File: src/rtl/itsc_pkg.sv
// constants for the processor status and exception recognition unit
// assumes a single core clock; special registers are addressed by number
`default_nettype none
package itsc_pkg;
   // special register number and status field positions
   localparam logic [7:0] SR_STATUS = 8'h02;
   localparam int TIMER_BLOCK_BIT = 17;
   localparam int BLOCKED_FLAG_BIT = 14;
   localparam int TRACE_DUE_BIT = 12;
   localparam int TRACE_ARM_BIT = 13;
   localparam int ALIGN_CHECK_BIT = 11;
   localparam int STATE_HOLD_BIT = 10;
   localparam int WAIT_BIT = 7;
   localparam int PRIVILEGED_BIT = 4;
   localparam int MASK_LO_BIT = 2;
   localparam int EXT_BLOCK_BIT = 1;
   localparam int GLOBAL_BLOCK_BIT = 0;
   // implemented bits; all others read zero and ignore writes
   localparam logic [31:0] STATUS_WMASK = 32'h0002_7C9F;
   localparam logic [31:0] STATUS_RST = 32'h0000_0413;
   // fixed exception vectors
   localparam logic [7:0] VEC_UNALIGNED = 8'h01;
   localparam logic [7:0] VEC_PROT = 8'h05;
   localparam logic [7:0] VEC_TIMER = 8'h0E;
   localparam logic [7:0] VEC_TRACE = 8'h0F;
   localparam logic [7:0] VEC_IRQ0 = 8'h10;
   localparam logic [7:0] VEC_TRAP0 = 8'h14;
   localparam logic [7:0] VEC_TRAP1 = 8'h15;
   localparam int SYNC_STAGES = 4;
   localparam int NUM_IRQ = 4;
   localparam int NUM_TRAP = 2;
   typedef enum logic [1:0] {ACC_DATA, ACC_IO, ACC_INSTR} acc_kind_t;
   typedef enum logic [1:0] {SZ_BYTE, SZ_HALF, SZ_WORD} acc_size_t;
endpackage
`default_nettype wire

File: src/rtl/itsc_unit.sv
// processor status word, interrupt/trap recognition, priority and vector choice
// assumes the core pulses i_exc_ack when it takes o_exc_req and halts while o_wait is high
`default_nettype none
module itsc_unit #(
   parameter logic [7:0] VEC_WARN = 8'h10,
   parameter logic [7:0] VEC_ACC = 8'h08
) (
   input wire logic i_clk,
   input wire logic i_srst,
   input wire logic [itsc_pkg::NUM_IRQ-1:0] i_irq_n,
   input wire logic [itsc_pkg::NUM_TRAP-1:0] i_trap_n,
   input wire logic i_periph_req,
   input wire logic i_timer_req,
   input wire logic i_timer_irq_en,
   input wire logic i_warn,
   input wire logic i_acc_exc,
   input wire logic i_instr_done,
   input wire logic i_exc_ack,
   input wire logic i_sr_wr,
   input wire logic i_sr_rd,
   input wire logic [7:0] i_sr_num,
   input wire logic [31:0] i_sr_wdata,
   input wire logic i_prot_access,
   input wire logic i_dacc_valid,
   input wire itsc_pkg::acc_kind_t i_dacc_kind,
   input wire itsc_pkg::acc_size_t i_dacc_size,
   input wire logic [1:0] i_dacc_addr,
   output logic [31:0] o_sr_rdata,
   output logic o_exc_req,
   output logic [7:0] o_exc_vector,
   output logic o_wait,
   output logic o_state_hold,
   output logic o_user_mode,
   output logic o_blocked_request
);
   import itsc_pkg::*;

   localparam int NUM_IN = NUM_IRQ + NUM_TRAP;

   logic [31:0] status_r;
   logic [31:0] status_nxt;
   logic [31:0] rdata_r;
   logic [31:0] rdata_nxt;
   logic exc_req_r;
   logic exc_req_nxt;
   logic [7:0] exc_vec_r;
   logic [7:0] exc_vec_nxt;
   logic [NUM_IN-1:0] raw_act;
   logic [NUM_IN-1:0] act;
   logic [NUM_IRQ-1:0] act_irq;
   logic [NUM_TRAP-1:0] act_trap;
   logic [NUM_IRQ-1:0] irq_en;
   logic [1:0] mask;
   logic global_block;
   logic ext_block;
   logic privileged;
   logic periph_en;
   logic timer_ok;
   logic trace_ok;
   logic blocked_any;
   logic any_int_act;
   logic sr_hit;
   logic unal_trap;
   logic prot_trap;

   // active-low pins become active-high requests
   assign raw_act = {~i_trap_n, ~i_irq_n};

   // per-input synchroniser; recognition spans the last two stages
   genvar g;
   generate
      for (g = 0; g < NUM_IN; g++) begin : g_sync
         logic [SYNC_STAGES-1:0] sync_r;
         logic [SYNC_STAGES-1:0] sync_nxt;
         always_comb begin
            sync_nxt = {sync_r[SYNC_STAGES-2:0], raw_act[g]};
         end
         always_ff @(posedge i_clk) begin
            if (i_srst) begin
               sync_r <= '0;
            end else begin
               sync_r <= sync_nxt;
            end
         end
         assign act[g] = sync_r[SYNC_STAGES-2] | sync_r[SYNC_STAGES-1];
      end
   endgenerate

   assign act_irq = act[NUM_IRQ-1:0];
   assign act_trap = act[NUM_IN-1:NUM_IRQ];

   assign mask = status_r[MASK_LO_BIT+1:MASK_LO_BIT];
   assign global_block = status_r[GLOBAL_BLOCK_BIT];
   assign ext_block = status_r[EXT_BLOCK_BIT];
   assign privileged = status_r[PRIVILEGED_BIT];

   // mask decode: input k open when mask >= k, input 0 always open to the mask
   always_comb begin
      for (int k = 0; k < NUM_IRQ; k++) begin
         irq_en[k] = (mask >= 2'(k)) & ~ext_block & ~global_block;
      end
   end
   assign periph_en = (mask == 2'b11) & ~ext_block & ~global_block;

   assign timer_ok = i_timer_req & i_timer_irq_en & ~status_r[TIMER_BLOCK_BIT] & ~global_block;
   assign trace_ok = status_r[TRACE_DUE_BIT] & ~global_block;

   assign any_int_act = (|act_irq) | i_periph_req;
   assign blocked_any = (|(act_irq & ~irq_en)) | (i_periph_req & ~periph_en);

   // alignment applies only to external data accesses
   always_comb begin
      unal_trap = 1'b0;
      if (i_dacc_valid && i_dacc_kind == ACC_DATA && status_r[ALIGN_CHECK_BIT]) begin
         if (i_dacc_size == SZ_WORD) begin
            unal_trap = |i_dacc_addr;
         end else if (i_dacc_size == SZ_HALF) begin
            unal_trap = i_dacc_addr[0];
         end
      end
   end

   assign sr_hit = (i_sr_wr | i_sr_rd) & (i_sr_num == SR_STATUS);
   assign prot_trap = ~privileged & (i_prot_access | sr_hit);

   // exception selection by fixed priority, registered toward the core
   always_comb begin
      exc_req_nxt = 1'b1;
      exc_vec_nxt = exc_vec_r;
      if (i_warn) begin
         exc_vec_nxt = VEC_WARN;
      end else if (i_acc_exc) begin
         exc_vec_nxt = VEC_ACC;
      end else if (global_block) begin
         exc_req_nxt = 1'b0;
      end else if (unal_trap) begin
         exc_vec_nxt = VEC_UNALIGNED;
      end else if (prot_trap) begin
         exc_vec_nxt = VEC_PROT;
      end else if (act_trap[0]) begin
         exc_vec_nxt = VEC_TRAP0;
      end else if (act_trap[1]) begin
         exc_vec_nxt = VEC_TRAP1;
      end else if (trace_ok) begin
         exc_vec_nxt = VEC_TRACE;
      end else if (timer_ok) begin
         exc_vec_nxt = VEC_TIMER;
      end else begin
         exc_req_nxt = 1'b0;
         for (int k = NUM_IRQ - 1; k >= 0; k--) begin
            if (act_irq[k] && irq_en[k]) begin
               exc_req_nxt = 1'b1;
               exc_vec_nxt = VEC_IRQ0 + 8'(k);
            end
         end
         if (!(|(act_irq & irq_en)) && i_periph_req && periph_en) begin
            exc_req_nxt = 1'b1;
            exc_vec_nxt = VEC_IRQ0 + 8'(NUM_IRQ - 1);
         end
      end
   end

   // status word: software write first, hardware events override it
   always_comb begin
      status_nxt = status_r;
      if (i_sr_wr && i_sr_num == SR_STATUS && privileged) begin
         status_nxt = i_sr_wdata & STATUS_WMASK;
      end
      if (i_instr_done) begin
         status_nxt[TRACE_DUE_BIT] = status_r[TRACE_ARM_BIT];
      end
      if (blocked_any) begin
         status_nxt[BLOCKED_FLAG_BIT] = 1'b1;
      end else if (!any_int_act) begin
         status_nxt[BLOCKED_FLAG_BIT] = 1'b0;
      end
      if (i_exc_ack) begin
         status_nxt[STATE_HOLD_BIT] = 1'b1;
         status_nxt[WAIT_BIT] = 1'b0;
      end
   end

   always_comb begin
      rdata_nxt = rdata_r;
      if (i_sr_rd && i_sr_num == SR_STATUS && privileged) begin
         rdata_nxt = status_r & STATUS_WMASK;
      end
   end

   always_ff @(posedge i_clk) begin
      if (i_srst) begin
         status_r <= STATUS_RST;
         rdata_r <= '0;
         exc_req_r <= 1'b0;
         exc_vec_r <= '0;
      end else begin
         status_r <= status_nxt;
         rdata_r <= rdata_nxt;
         exc_req_r <= exc_req_nxt;
         exc_vec_r <= exc_vec_nxt;
      end
   end

   assign o_sr_rdata = rdata_r;
   assign o_exc_req = exc_req_r;
   assign o_exc_vector = exc_vec_r;
   assign o_wait = status_r[WAIT_BIT];
   assign o_state_hold = status_r[STATE_HOLD_BIT];
   assign o_user_mode = ~privileged;
   assign o_blocked_request = status_r[BLOCKED_FLAG_BIT];
endmodule
`default_nettype wire

File: config.mk
export PLATFORM = sky130hd
export DESIGN_NAME = itsc_unit
export DESIGN_NICKNAME = d
export VERILOG_FILES = /design/src/rtl/itsc_pkg.sv /design/src/rtl/itsc_unit.sv
export SDC_FILE = /design/constraint.sdc
export NUM_CORES = 1
export LEC_CHECK = 0
export BUFFER_PORTS_ARGS = -buffer_cell sky130_fd_sc_hd__buf_4
export CORE_MARGIN = 2
export CORE_UTILIZATION = 41
export DETAILED_ROUTE_END_ITERATION = 7
export PLACE_DENSITY = 0.75
export SYNTH_ARGS = -nofsm -noshare
export SYNTH_HDL_FRONTEND = slang
export SYNTH_SLANG_ARGS = --single-unit
File: constraint.sdc
create_clock -name i_clk -period 1.41 [get_ports i_clk]
set_input_delay 0.141 -clock i_clk [delete_from_list [all_inputs] [get_ports i_clk]]
set_output_delay 0.141 -clock i_clk [all_outputs]
set_load 0.02 [all_outputs]
# ---- Word level (Yosys, flattened, before mapping)
# Index checks and enable logic that the tools add are counted.
# W data, S select, Z words.
dict set report op_classes {
  n_addsub 0
  multipliers 0
  div 0
  magnitude_cmp 4
  eq_ne 7
  shift 0
  muxes 35
  n_bitwise 37
  n_reduce_logical 28
}
# cell n
set ops {}
lappend ops {{$mux W8} 11}
lappend ops {{$mux W1} 20}
lappend ops {{$and A1 B1 Y1} 17}
lappend ops {{$mux W15} 1}
lappend ops {{$mux W5} 3}
lappend ops {{$reduce_bool A13 Y1} 1}
lappend ops {{$logic_and A1 B1 Y1} 12}
lappend ops {{$reduce_bool A12 Y1} 1}
lappend ops {{$reduce_or A4 Y1} 3}
lappend ops {{$reduce_bool A11 Y1} 1}
lappend ops {{$or A1 B1 Y1} 10}
lappend ops {{$and A4 B4 Y4} 2}
lappend ops {{$eq A8 B2 Y1 const B} 1}
lappend ops {{$not A4 Y4} 2}
lappend ops {{$reduce_and A2 Y1} 3}
lappend ops {{$reduce_or A2 Y1} 3}
lappend ops {{$not A1 Y1} 5}
lappend ops {{$eq A2 B2 Y1 const B} 2}
lappend ops {{$ge A2 B1 Y1 const B} 2}
lappend ops {{$ge A2 B2 Y1 const B} 2}
lappend ops {{$ne A3 B2 Y1 const B} 1}
lappend ops {{$ne A3 B3 Y1 const B} 1}
lappend ops {{$reduce_or A3 Y1} 1}
lappend ops {{$eq A2 B1 Y1 const B} 1}
lappend ops {{5 further kinds} 5}
dict set report totals {
  regBits 57
  latch_bits 0
  mem_bits_rw 0
  rom_bits 0
  inputBits 65
  word_cells 126
  n_memories 0
}

# ---- Logic depth before layout (Yosys ltp)
# Gate-level depths: netlist of run 1.
dict set report logic_depth {
  depth_word 18
  mapped_depth 6
  mapped_depth_nobuf 5
}

# ---- Worst setup path after synthesis of run 1
# No wires, ideal clock.
dict set report synth_path {
  path_kind {register to register}
  from {register g_sync[3].sync_r[3]}
  to {register exc_vec_r[1] (netlist: o_exc_vector[1])}
  setup_time_ns 0.058
  arrival_time_ns 1.428
  slack_ns -0.077
  stages_incl_launch_ff 5
  synth_period_minus_slack_ns 1.487
  cell_sequence {dfxtp_1 > o311ai_2 > a41oi_2 > o41ai_2 > a31o_2}
}
dict set report synth_between {
  elab_chain_len 13
}
# element line
set synth_lines {}
lappend synth_lines {{from (decl)} itsc_unit.sv:73} ;# logic [SYNC_STAGES-1:0] sync_r;
lappend synth_lines {{from (signal assigned)} itsc_unit.sv:82} ;# sync_r <= sync_nxt;
lappend synth_lines {{$or A1 B1 Y1 (*)} itsc_unit.sv:85} ;# assign act[g] = sync_r[SYNC_STAGES-2] | sync_r[SYNC_STAGES-1];
lappend synth_lines {{$and A4 B4 Y4} itsc_unit.sv:156} ;# if (!(|(act_irq & irq_en)) && i_periph_req && periph_en) begin
lappend synth_lines {{$reduce_or A4 Y1} itsc_unit.sv:156}
lappend synth_lines {{$logic_not A1 Y1} itsc_unit.sv:156}
lappend synth_lines {{$logic_and A1 B1 Y1 (2 in a row)} itsc_unit.sv:156}
lappend synth_lines {{$mux W8} itsc_unit.sv:156}
lappend synth_lines {{$mux W8} itsc_unit.sv:146} ;# end else if (timer_ok) begin
lappend synth_lines {{$mux W8} itsc_unit.sv:144} ;# end else if (trace_ok) begin
lappend synth_lines {{$mux W8} itsc_unit.sv:142} ;# end else if (act_trap[1]) begin
lappend synth_lines {{$mux W8} itsc_unit.sv:140} ;# end else if (act_trap[0]) begin
lappend synth_lines {{$mux W8} itsc_unit.sv:138} ;# end else if (prot_trap) begin
lappend synth_lines {{$mux W8} itsc_unit.sv:136} ;# end else if (unal_trap) begin
lappend synth_lines {{to (signal assigned)} itsc_unit.sv:200} ;# exc_vec_r <= exc_vec_nxt;
lappend synth_lines {{to (decl)} itsc_unit.sv:46} ;# logic [7:0] exc_vec_r;
# Every way passes the cells marked *; elsewhere a longest branch is shown, timed or not.
# A chain may end at the register's enable or synchronous reset.

# ---- Worst setup path in the final report of run 1
dict set report layout_path {
  from {register g_sync[3].sync_r[2]}
  to {register exc_vec_r[2] (netlist: o_exc_vector[2])}
}
# Same word-level chain as after synthesis.

==> out/results.tsv, run 1 <==
stage	metric	value	unit
outcome	status	finished, violations left	
outcome	violations	setup timing	
hold_path	min_to	status_r[10]	
die	start_util	42.1	%
placed_design	place_congestion	0.774	
global_route	gr-max-usage-layer	met2	
sta	setup_viol	6	
die	pin_count	110	
critical_path	reg2reg_depth	5	
logic_synthesis	yosysSeqAreaShare	47.2	%
cells_and_area	final_cell_area	3150	um^2
critical_path	cp.required	1.67	ns
flow_run	drv_cap	0	
logic_synthesis	synth_area	2290	um^2
cells_and_area	final_common_cell	buf_4	
sta	rsz0062_at_grt	yes	
route	vias	1963	
critical_path	path_max_fanout	4	
cells_and_area	post_route_cells_drive_above_1_share	35.4	%
die	fp.dieH	78.7	um
sta	holdWs	0.0360	ns
critical_path	crit_family	compound AO/OA/AOI/OAI gates	
critical_path	crit_buf_inv	1	
die	die_w	78.7	um
route	drtIter0Drc	118	
pwr	vdd_drop_max	0.000400	V
global_route	grt_pass1_vias	1868	
cells_and_area	layout_common_cells	buf_4, dfxtp_1, nand2_1	
cells_and_area	n_fill_cell	505	
hold_path	hold_depth	3	
cells_and_area	n_antenna_cell	0	
placed_design	place_area	2950	um^2
die	dieArea	6200	um^2
cts	ctsLongestPathBuffers	2	
global_route	grt_overflow	0	
sta	fin_crit_sh	111	%
global_route	antenna_found_initial	0	
critical_path	r2r_setup_slack	-0.16	ns
critical_path	arrival	1.82	ns
logic_synthesis	syn_avg_cell_area	9.09	um^2
pwr	cellLeakagePower	1.40	nW
route	wl_per_cell	12.1	um
placed_design	port_buffers	66	
hold_path	worstHoldStart	i_sr_wdata[10]	
critical_path	path_cells	o311ai_4, a41oi_4, buf_6, o41ai_4, a31o_2	
logic_synthesis	yosysWarnings	0	
logic_synthesis	ys_types	50	
critical_path	critical_path_class	reg -> reg	
critical_path	path_depth	5	
critical_path	crit_path_top_delay_cell	dfxtp_2	
global_route	grt.total_usage	16.6	%
pwr	switching_power	0.689	mW
cts	cts_buffers	5	
cts	htreeDepth	2	
die	core-area	5440	um^2
route	first_pass_iters	4	
global_route	gr-usage-met2	29.0	%
sta	finalMaxSlewViolations	0	
cts	insertion_delay	0.30	ns
cts	root_buffer	clkbuf_8	
cts	path_clk_slew	0.10	ns
route	remaining_drc_errors	0	
global_route	grt_first_pass_wirelength	8250	um
cts	cts_sinks	54	
pwr	p_int	2.07	mW
cts	cts_tree	done	
critical_path	slowest_delay	0.34	ns
sta	final.setup.worst_slack	-0.157	ns
sta	max_freq	638	MHz
critical_path	endpoint_kind	flop	
sta	clock_skew	0.00802	ns
cells_and_area	layout.nets	409	
logic_synthesis	ys_ff_latch	54	
sta	setup_tns	-0.739	ns
pwr	powerDensity	877	nW/um^2
pwr	finalPower	2.76	mW
critical_path	startpoint_type	flop	
cells_and_area	area_growth	37.7	%
pwr	power_frac_comb	12.4	%
critical_path	timing.rr.end	o_exc_vector[2]	
sta	period_needed	1.57	ns
die	num_rows	27	
critical_path	startpoint	g_sync[3].sync_r[2]	
route	wl	5040	um
pwr	swShare	24.9	%
logic_synthesis	syn_inst	252	
global_route	use_met3	4.66	%
route	detail-route-antenna-nets	0	
pwr	power_frac_clock	30.7	%
pwr	seq_power_share	56.8	%
placed_design	hpwl	3740	um
route	via_per_inst	4.71	
global_route	use_met1	20.1	%
global_route	grt_max_degree	55	
critical_path	r2r_start	g_sync[3].sync_r[2]	
sta	hold_viol	0	
hold_path	hold_class	in -> reg	
worst reg2reg max path, cell delays in order, from the launching register on:
cell,delay (ns)
dfxtp_2,0.34
o311ai_4,0.30
a41oi_4,0.19
buf_6,0.16
o41ai_4,0.31
a31o_2,0.22
flip-flops by register name, indices dropped and copies added, names as in the netlist:
register / cells
o_sr_rdata: 12
g_sync.sync_r: 24
o_exc_req: 1
o_exc_vector: 5
status_r: 12
layer usage:
metal / share of wire, % / wire length (um)
met1: 43 / 2160
met2: 52 / 2610
met3: 4.8 / 240
met4: 0.56 / 28
met5: 0 / 0
final cells by class:
class                      count  area [um^2]  share of cell area [%]
clock buffer                   5         68.8                    2.18
clock inverter                 3         21.3                   0.675
inverter                       4         15.0                   0.476
multi-input combinational    183         1100                    34.9
sequential                    54         1090                    34.5
tap                           72         90.1                    2.86
timing repair buffer          96          771                    24.4
how the worst max path moves through the flow:
| stage | end |
|---|---|
| after floorplan | o_exc_vector[1] |
| after global placement | o_exc_vector[3] |
| after detailed placement | o_exc_vector[2] |
| after CTS | o_exc_vector[2] |
| after global routing | o_exc_vector[1] |
| final | o_exc_vector[2] |
power groups by stage:
| stage | Clock (mW) | Combinational (mW) | Sequential, mW |
|---|---|---|---|
| final | 0.850 | 0.343 | 1.57 |
| after global routing | 0.950 | 0.371 | 1.58 |
| after CTS | 0.871 | 0.341 | 1.57 |
| after detailed placement | 0 | 0.320 | 1.61 |
| after global placement | 0 | 0.315 | 1.61 |
| after floorplan | 0 | 0.202 | 1.61 |
repair_timing:
action | in CTS | in global routing
gates resized for setup | 4 | 4
hold buffers | 7 | 0
pin swaps | 6 | 4
hold endpoints to repair | 7 | 0
cloned | 0 | 0
buffers inserted | 2 | 0
setup endpoints to repair | 6 | 8
metrics by stage:
step / instances / worst slack (ns) / util, %
finish: 417 / -0.157 / 58.0
global route: 417 / -0.221 / 58.0
CTS: 417 / -0.177 / 57.7
detailed placement: 400 / -0.153 / 54.3
global placement: 400 / -0.145 / 54.3
floorplan: 274 / -0.0375 / -
cell families (layout without fill, tap and decap cells):
logic type	count (synthesis)	count (layout)	share of synthesized area, %
compound gates	50	50	15.2
xor+xnor	1	1	0.383
buf+inv	37	108	10.8
flops	54	54	47.2
mux	5	5	2.30
other cells	1	23	0.164
simple gates	104	104	23.9
Yosys cell counts, drive strengths merged:
master / instances / share of area (%)
a211o: 1 / 0.38
a211oi: 1 / 0.33
a21o: 4 / 1.3
a21oi: 22 / 4.8
a221oi: 1 / 0.66
a22oi: 1 / 0.33
a31o: 2 / 0.77
a31oi: 2 / 0.55
a41oi: 1 / 0.71
and2: 1 / 0.27
and3: 2 / 0.60
and3b: 1 / 0.38
buf: 26 / 8.6
clkbuf: 7 / 1.6
conb: 1 / 0.16
dfxtp: 54 / 47
inv: 4 / 0.66
mux2: 2 / 0.98
mux2i: 3 / 1.3
nand2: 39 / 6.4
nand2b: 1 / 0.27
nand3: 3 / 0.66
nand3b: 2 / 0.66
nand4: 2 / 0.82
nor2: 21 / 3.4
nor2b: 18 / 4.9
nor3: 4 / 1.4
nor4: 4 / 1.7
nor4b: 1 / 1.0
o2111ai: 1 / 0.38
o211ai: 1 / 0.33
o21ai: 6 / 1.3
o21bai: 1 / 0.33
o22ai: 2 / 0.82
o311ai: 1 / 0.71
o41ai: 3 / 1.5
or2: 3 / 0.82
or3: 2 / 0.55
xor2: 1 / 0.38
Note: power is estimated with default switching activity, not from simulation.
==> run 2: changes to the inputs <==
==> config.mk (replaced) <==
export PLATFORM = sky130hd
export DESIGN_NAME = itsc_unit
export DESIGN_NICKNAME = d
export VERILOG_FILES = /design/src/rtl/itsc_pkg.sv /design/src/rtl/itsc_unit.sv
export SDC_FILE = /design/constraint.sdc
export NUM_CORES = 1
export LEC_CHECK = 0
export CELL_PAD_IN_SITES_DETAIL_PLACEMENT = 0
export CELL_PAD_IN_SITES_GLOBAL_PLACEMENT = 1
export CORE_MARGIN = 2
export CORE_UTILIZATION = 40
export DETAILED_ROUTE_END_ITERATION = 7
export DONT_BUFFER_PORTS = 1
export PLACE_DENSITY_LB_ADDON = 0.1
export SYNTH_ARGS = -nofsm -noshare
export SYNTH_HDL_FRONTEND = slang
export SYNTH_SLANG_ARGS = --single-unit
==> run 2 against run 1 <==
  * The flow finishes with violations (hold timing, setup timing)
  * Sequential share of layout area up 3.9 points
  * Power up 2.3%
  * Non-clock buffer count down 48
  * Critical path depth unchanged
  * Sequential power about the same
  * Utilization down 6.4 points
  * Routed wire length down 3.6%
  * Global-route usage down 0.58 points
  * Combinational power down 29%
  * Via count down 9.8%
  * Clock skew up 0.0026 ns
==> out/results.tsv, run 2 (same netlist as run 1, synthesis figures left out) <==
stage	metric	value	unit
cells_and_area	seq_area	1090	um^2
die	core-area	5510	um^2
sta	period_needed	1.57	ns
pwr	vdd_drop_max	0.000492	V
die	fp.dieH	79.7	um
route	remaining_drc_errors	0	
cts	postCtsHoldBufs	19	
route	drtIter0Drc	59	
die	die_w	79.7	um
flow_run	drv_cap	0	
critical_path	arrival	1.77	ns
cts	htreeDepth	2	
global_route	grt_overflow	0	
cells_and_area	area_growth	23.9	%
sta	final.setup.worst_slack	-0.165	ns
cts	insertion_delay	0.31	ns
hold_path	hold_class	in -> reg	
pwr	finalPower	2.83	mW
cts	path_clk_slew	0.09	ns
cells_and_area	layout_common_cells	dfxtp_1, nand2_1, buf_4	
cells_and_area	n_antenna_cell	0	
cells_and_area	final_common_cell	dfxtp_1	
global_route	grt_pass1_vias	1755	
route	first_pass_iters	4	
critical_path	cp.required	1.61	ns
critical_path	slowest_delay	0.34	ns
critical_path	r2r_setup_slack	-0.16	ns
cells_and_area	n_fill_cell	561	
outcome	violations	hold timing, setup timing	
cts	cts_buffers	5	
cts	root_buffer	clkbuf_8	
sta	hold_viol	2	
cells_and_area	layout.nets	361	
pwr	cellLeakagePower	1.13	nW
cells_and_area	largest_register_ffs	24	
route	wl_met2	2180	um
cts	ctsLongestPathBuffers	2	
cells_and_area	post_route_cells_drive_above_1_share	20.9	%
placed_design	place_congestion	0.753	
placed_design	preCtsSetupSlack	-0.135	ns
cells_and_area	utilization	51.5	%
outcome	status	finished, violations left	
sta	holdWs	-0.0607	ns
cells_and_area	multi_input_area	1120	um^2
sta	finalMaxSlewViolations	0	
critical_path	critical_path_class	reg -> reg	
critical_path	startpoint_type	flop	
sta	rsz0062_at_grt	yes	
route	vias	1771	
route	via_per_inst	4.80	
sta	max_freq	635	MHz
critical_path	crit_family	compound AO/OA/AOI/OAI gates	
die	dieArea	6350	um^2
sta	clock_skew	0.0106	ns
global_route	antenna_found_initial	0	
route	wl	4860	um
global_route	grt.total_usage	16.1	%
cells_and_area	largest-register	g_sync.sync_r	
route	wl_per_cell	13.2	um
critical_path	crit_path_top_delay_cell	dfxtp_2	
die	start_util	41.6	%
placed_design	port_buffers	0	
placed_design	place_area	2470	um^2
route	routed-wl-met3	392	um
critical_path	crit_buf_inv	0	
route	wl_met1	2240	um
route	detail-route-antenna-nets	0	
critical_path	path_max_fanout	4	
die	num_rows	27	
die	pin_count	110	
sta	setup_viol	6	
placed_design	hpwl	3410	um
critical_path	path_cells	o311ai_4, a41oi_4, nor3_4, a22oi_1, o41ai_1	
route	dr.max_layer_used	met4	
cells_and_area	final_cell_area	2840	um^2
cts	cts_sinks	54	
sta	fin_crit_sh	112	%
cts	cts_tree	done	
critical_path	endpoint_kind	flop	
global_route	grt_first_pass_wirelength	8070	um
global_route	grt_max_degree	52	
pwr	powerDensity	997	nW/um^2
==> run 2: cell count changes in the layout (fill, tap and decap cells not counted), sizes merged <==
cell / before / now
clkbuf: 5 / 7
dlygate4sd3: 7 / 18
clkinvlp: 1 / 0
buf: 89 / 30
clkinv: 2 / 0
bufinv: 0 / 1
==> run 2: final timing paths <==
kind / cells after the start / end / from
min reg2reg: 1 / g_sync[4].sync_r[1] / g_sync[4].sync_r[0]
max reg2reg: 5 / o_exc_vector[3] / g_sync[3].sync_r[3]
min: 1 / o_exc_vector[3] / i_warn
max: 5 / o_exc_vector[3] / g_sync[3].sync_r[3]
==> run 2: timing repair <==
action                                  CTS  global route
hold endpoints to repair                 51             2
pin swaps                                 2             2
setup buffers                             1             2
endpoints found under the setup margin    6             7
resized for setup                         1             9
==> run 2: power by group <==
group	leakage, nW	internal [mW]	switching [mW]	total, mW
logic	0.636	0.107	0.138	0.245
clock network	0.0524	0.532	0.473	1.00
registers	0.441	1.55	0.0241	1.58
==> run 2: final cells by class <==
type                       count  share of cell area, %
timing repair buffer          48                   14.7
multi-input combinational    183                   39.4
inverter                       4                  0.529
clock inverter                 1                   1.06
sequential                    54                   38.4
tap                           72                   3.17
clock buffer                   7                   2.69
==> run 2: routing by layer <==
layer  up-vias  global-route usage (%)
li1        898                       -
met1       795                    21.6
met2        71                    24.7
met3         7                    4.64
met4         0                    5.17
met5         -                       0
==> run 2: per-stage QoR <==
step,std cells,setup TNS (ns)
6_report,369,-0.621
3_5_place_dp,339,-0.545
5_1_grt,369,-1.06
2_1_floorplan,274,-0.0807
4_1_cts,367,-0.461
3_3_place_gp,339,-0.442
==> run 3: changes to the inputs <==
--- a/config.mk
+++ b/config.mk
@@ -8,7 +8,7 @@
 export CELL_PAD_IN_SITES_DETAIL_PLACEMENT = 0
 export CELL_PAD_IN_SITES_GLOBAL_PLACEMENT = 1
 export CORE_MARGIN = 2
-export CORE_UTILIZATION = 40
+export CORE_UTILIZATION = 35
 export DETAILED_ROUTE_END_ITERATION = 7
 export DONT_BUFFER_PORTS = 1
 export PLACE_DENSITY_LB_ADDON = 0.1
==> run 3 against run 2 <==
  * Cell count grew 1.6%
  * Global-route usage shrank 2.2 points
  * Largest power group unchanged
  * Cell area grew 0.66%
  * Largest cell class unchanged
  * The flow finishes with violations (setup timing)
==> out/results.tsv, run 3 (same netlist as run 1, synthesis figures left out) <==
stage	metric	value	unit
die	core-area	6350	um^2
global_route	grt_pass1_vias	1700	
critical_path	path_max_fanout	4	
route	wl	5030	um
global_route	grt_max_degree	51	
route	drtIter0Drc	60	
sta	hold_viol	0	
cts	root_buffer	clkbuf_8	
die	pin_count	110	
sta	max_freq	616	MHz
placed_design	port_buffers	0	
cells_and_area	utilization	45.0	%
outcome	status	finished, violations left	
pwr	finalPower	2.87	mW
critical_path	slowest_delay	0.35	ns
global_route	grt_first_pass_wirelength	8080	um
cells_and_area	n_antenna_cell	0	
sta	fin_crit_sh	115	%
sta	clock_skew	0.00784	ns
route	dr.max_layer_used	met4	
die	start_util	36.1	%
placed_design	place_area	2470	um^2
hold_path	worstHoldStart	i_acc_exc	
cts	cts_tree	done	
cts	path_clk_slew	0.10	ns
die	dieArea	7200	um^2
critical_path	reg2reg_depth	6	
cts	cts_sinks	54	
cells_and_area	layout.nets	362	
critical_path	critPathCapture	o_exc_vector[1]	
sta	final.setup.worst_slack	-0.214	ns
critical_path	cp.required	1.62	ns
route	wl_met1	2370	um
global_route	antenna_found_initial	0	
critical_path	crit_path_top_delay_cell	dfxtp_2	
pwr	vdd_drop_max	0.000425	V
cells_and_area	final_cell_area	2860	um^2
route	first_pass_iters	4	
placed_design	dp.cells	343	
critical_path	startpoint_type	flop	
route	routed-wl-met3	351	um
critical_path	crit_family	compound AO/OA/AOI/OAI gates	
route	vias	1792	
critical_path	timing.rr.end	o_exc_vector[1]	
cts	ctsLongestPathBuffers	2	
cells_and_area	layout_common_cells	dfxtp_1, nand2_1, buf_4	
cts	htreeDepth	2	
placed_design	hpwl	3510	um
placed_design	preCtsSetupSlack	-0.171	ns
cells_and_area	largest-register	g_sync.sync_r	
pwr	powerDensity	1000	nW/um^2
cts	insertion_delay	0.30	ns
sta	rsz0062_at_grt	yes	
die	num_rows	29	
cells_and_area	largest_register_ffs	24	
critical_path	crit_buf_inv	1	
die	die_w	84.9	um
sta	finalMaxSlewViolations	0	
route	wl_per_cell	13.4	um
critical_path	r2r_setup_slack	-0.21	ns
cells_and_area	area_growth	24.8	%
sta	period_needed	1.62	ns
pwr	cellLeakagePower	1.17	nW
critical_path	endpoint_kind	flop	
outcome	violations	setup timing	
critical_path	path_depth	6	
sta	setup_viol	6	
critical_path	path_cells	o311ai_4, a41oi_4, nor3_4, buf_6, nor4_4, a31o_2	
route	via_per_inst	4.78	
cells_and_area	final_common_cell	dfxtp_1	
cells_and_area	post_route_cells_drive_above_1_share	19.8	%
critical_path	startpoint	g_sync[3].sync_r[2]	
route	remaining_drc_errors	0	
critical_path	arrival	1.83	ns
hold_path	hold_class	in -> reg	
route	wl_met2	2270	um
flow_run	drv_cap	0	
critical_path	critical_path_class	reg -> reg	
global_route	grt_overflow	0	
cells_and_area	fin_cells	375	
die	fp.dieH	84.9	um
global_route	grt.total_usage	13.8	%
placed_design	place_congestion	0.759	
route	detail-route-antenna-nets	0	
cts	cts_buffers	5	
critical_path	r2r_start	g_sync[3].sync_r[2]	
==> run 3: cell count changes in the layout (fill, tap and decap cells not counted), moves of 2 or more <==
cell and change:
clkbuf_1 -2, buf_4 -3, dlygate4sd3_1 +3, dfxtp_1 +2
==> run 3: timing repair <==
action | 4_1_cts | 5_1_grt
resized for setup | 1 | 5
endpoints found under the setup margin | 6 | 6
endpoints found under the hold margin | 52 | 2
pin swaps | 2 | 6
hold buffers | 21 | 1
buffers inserted | 1 | 1
==> run 3: worst register-to-register path: stages (launching register included) <==
cell	delay [ns]
dfxtp_2	0.35
o311ai_4	0.30
a41oi_4	0.18
nor3_4	0.32
buf_6	0.15
nor4_4	0.03
a31o_2	0.21
==> run 3: power by group <==
group / total [mW] / internal (mW) / switching [mW]
logic: 0.249 / 0.109 / 0.140
clock network: 1.04 / 0.533 / 0.509
registers: 1.58 / 1.56 / 0.0230
total: 2.87 / 2.20 / 0.672
==> run 3: worst min path at each step <==
stage               cells past startpoint             endpoint
floorplan                               1  g_sync[1].sync_r[0]
global placement                        1  g_sync[4].sync_r[0]
detailed placement                      1  g_sync[2].sync_r[0]
CTS                                     1      o_exc_vector[3]
global route                            2      o_exc_vector[0]
finish                                  2            o_exc_req
==> run 3: final cells by class <==
| cell class | instances | area [um^2] |
|---|---|---|
| Fill cell | 657 | 3490 |
| Multi-Input combinational cell | 183 | 1110 |
| Sequential cell | 54 | 1080 |
| Timing Repair Buffer | 49 | 437 |
| Tap cell | 77 | 96.3 |
| Clock buffer | 5 | 68.8 |
| Clock inverter | 3 | 43.8 |
| Inverter | 4 | 15.0 |
==> run 3: metrics by stage <==
stage	setup TNS, ns	hold slack, ns
finish	-1.07	0.00909
global route	-1.55	0.00142
CTS	-0.656	-0.0774
detailed placement	-0.483	0.210
global placement	-0.589	0.209
floorplan	-0.0807	0.208
==> run 3: per-layer routing <==
| layer | GRT usage [%] | up-vias |
|---|---|---|
| met5 | 0 | - |
| met3 | 3.79 | 5 |
| met1 | 18.4 | 817 |
| met2 | 22.2 | 70 |
| met4 | 3.90 | 0 |
| li1 | - | 900 |
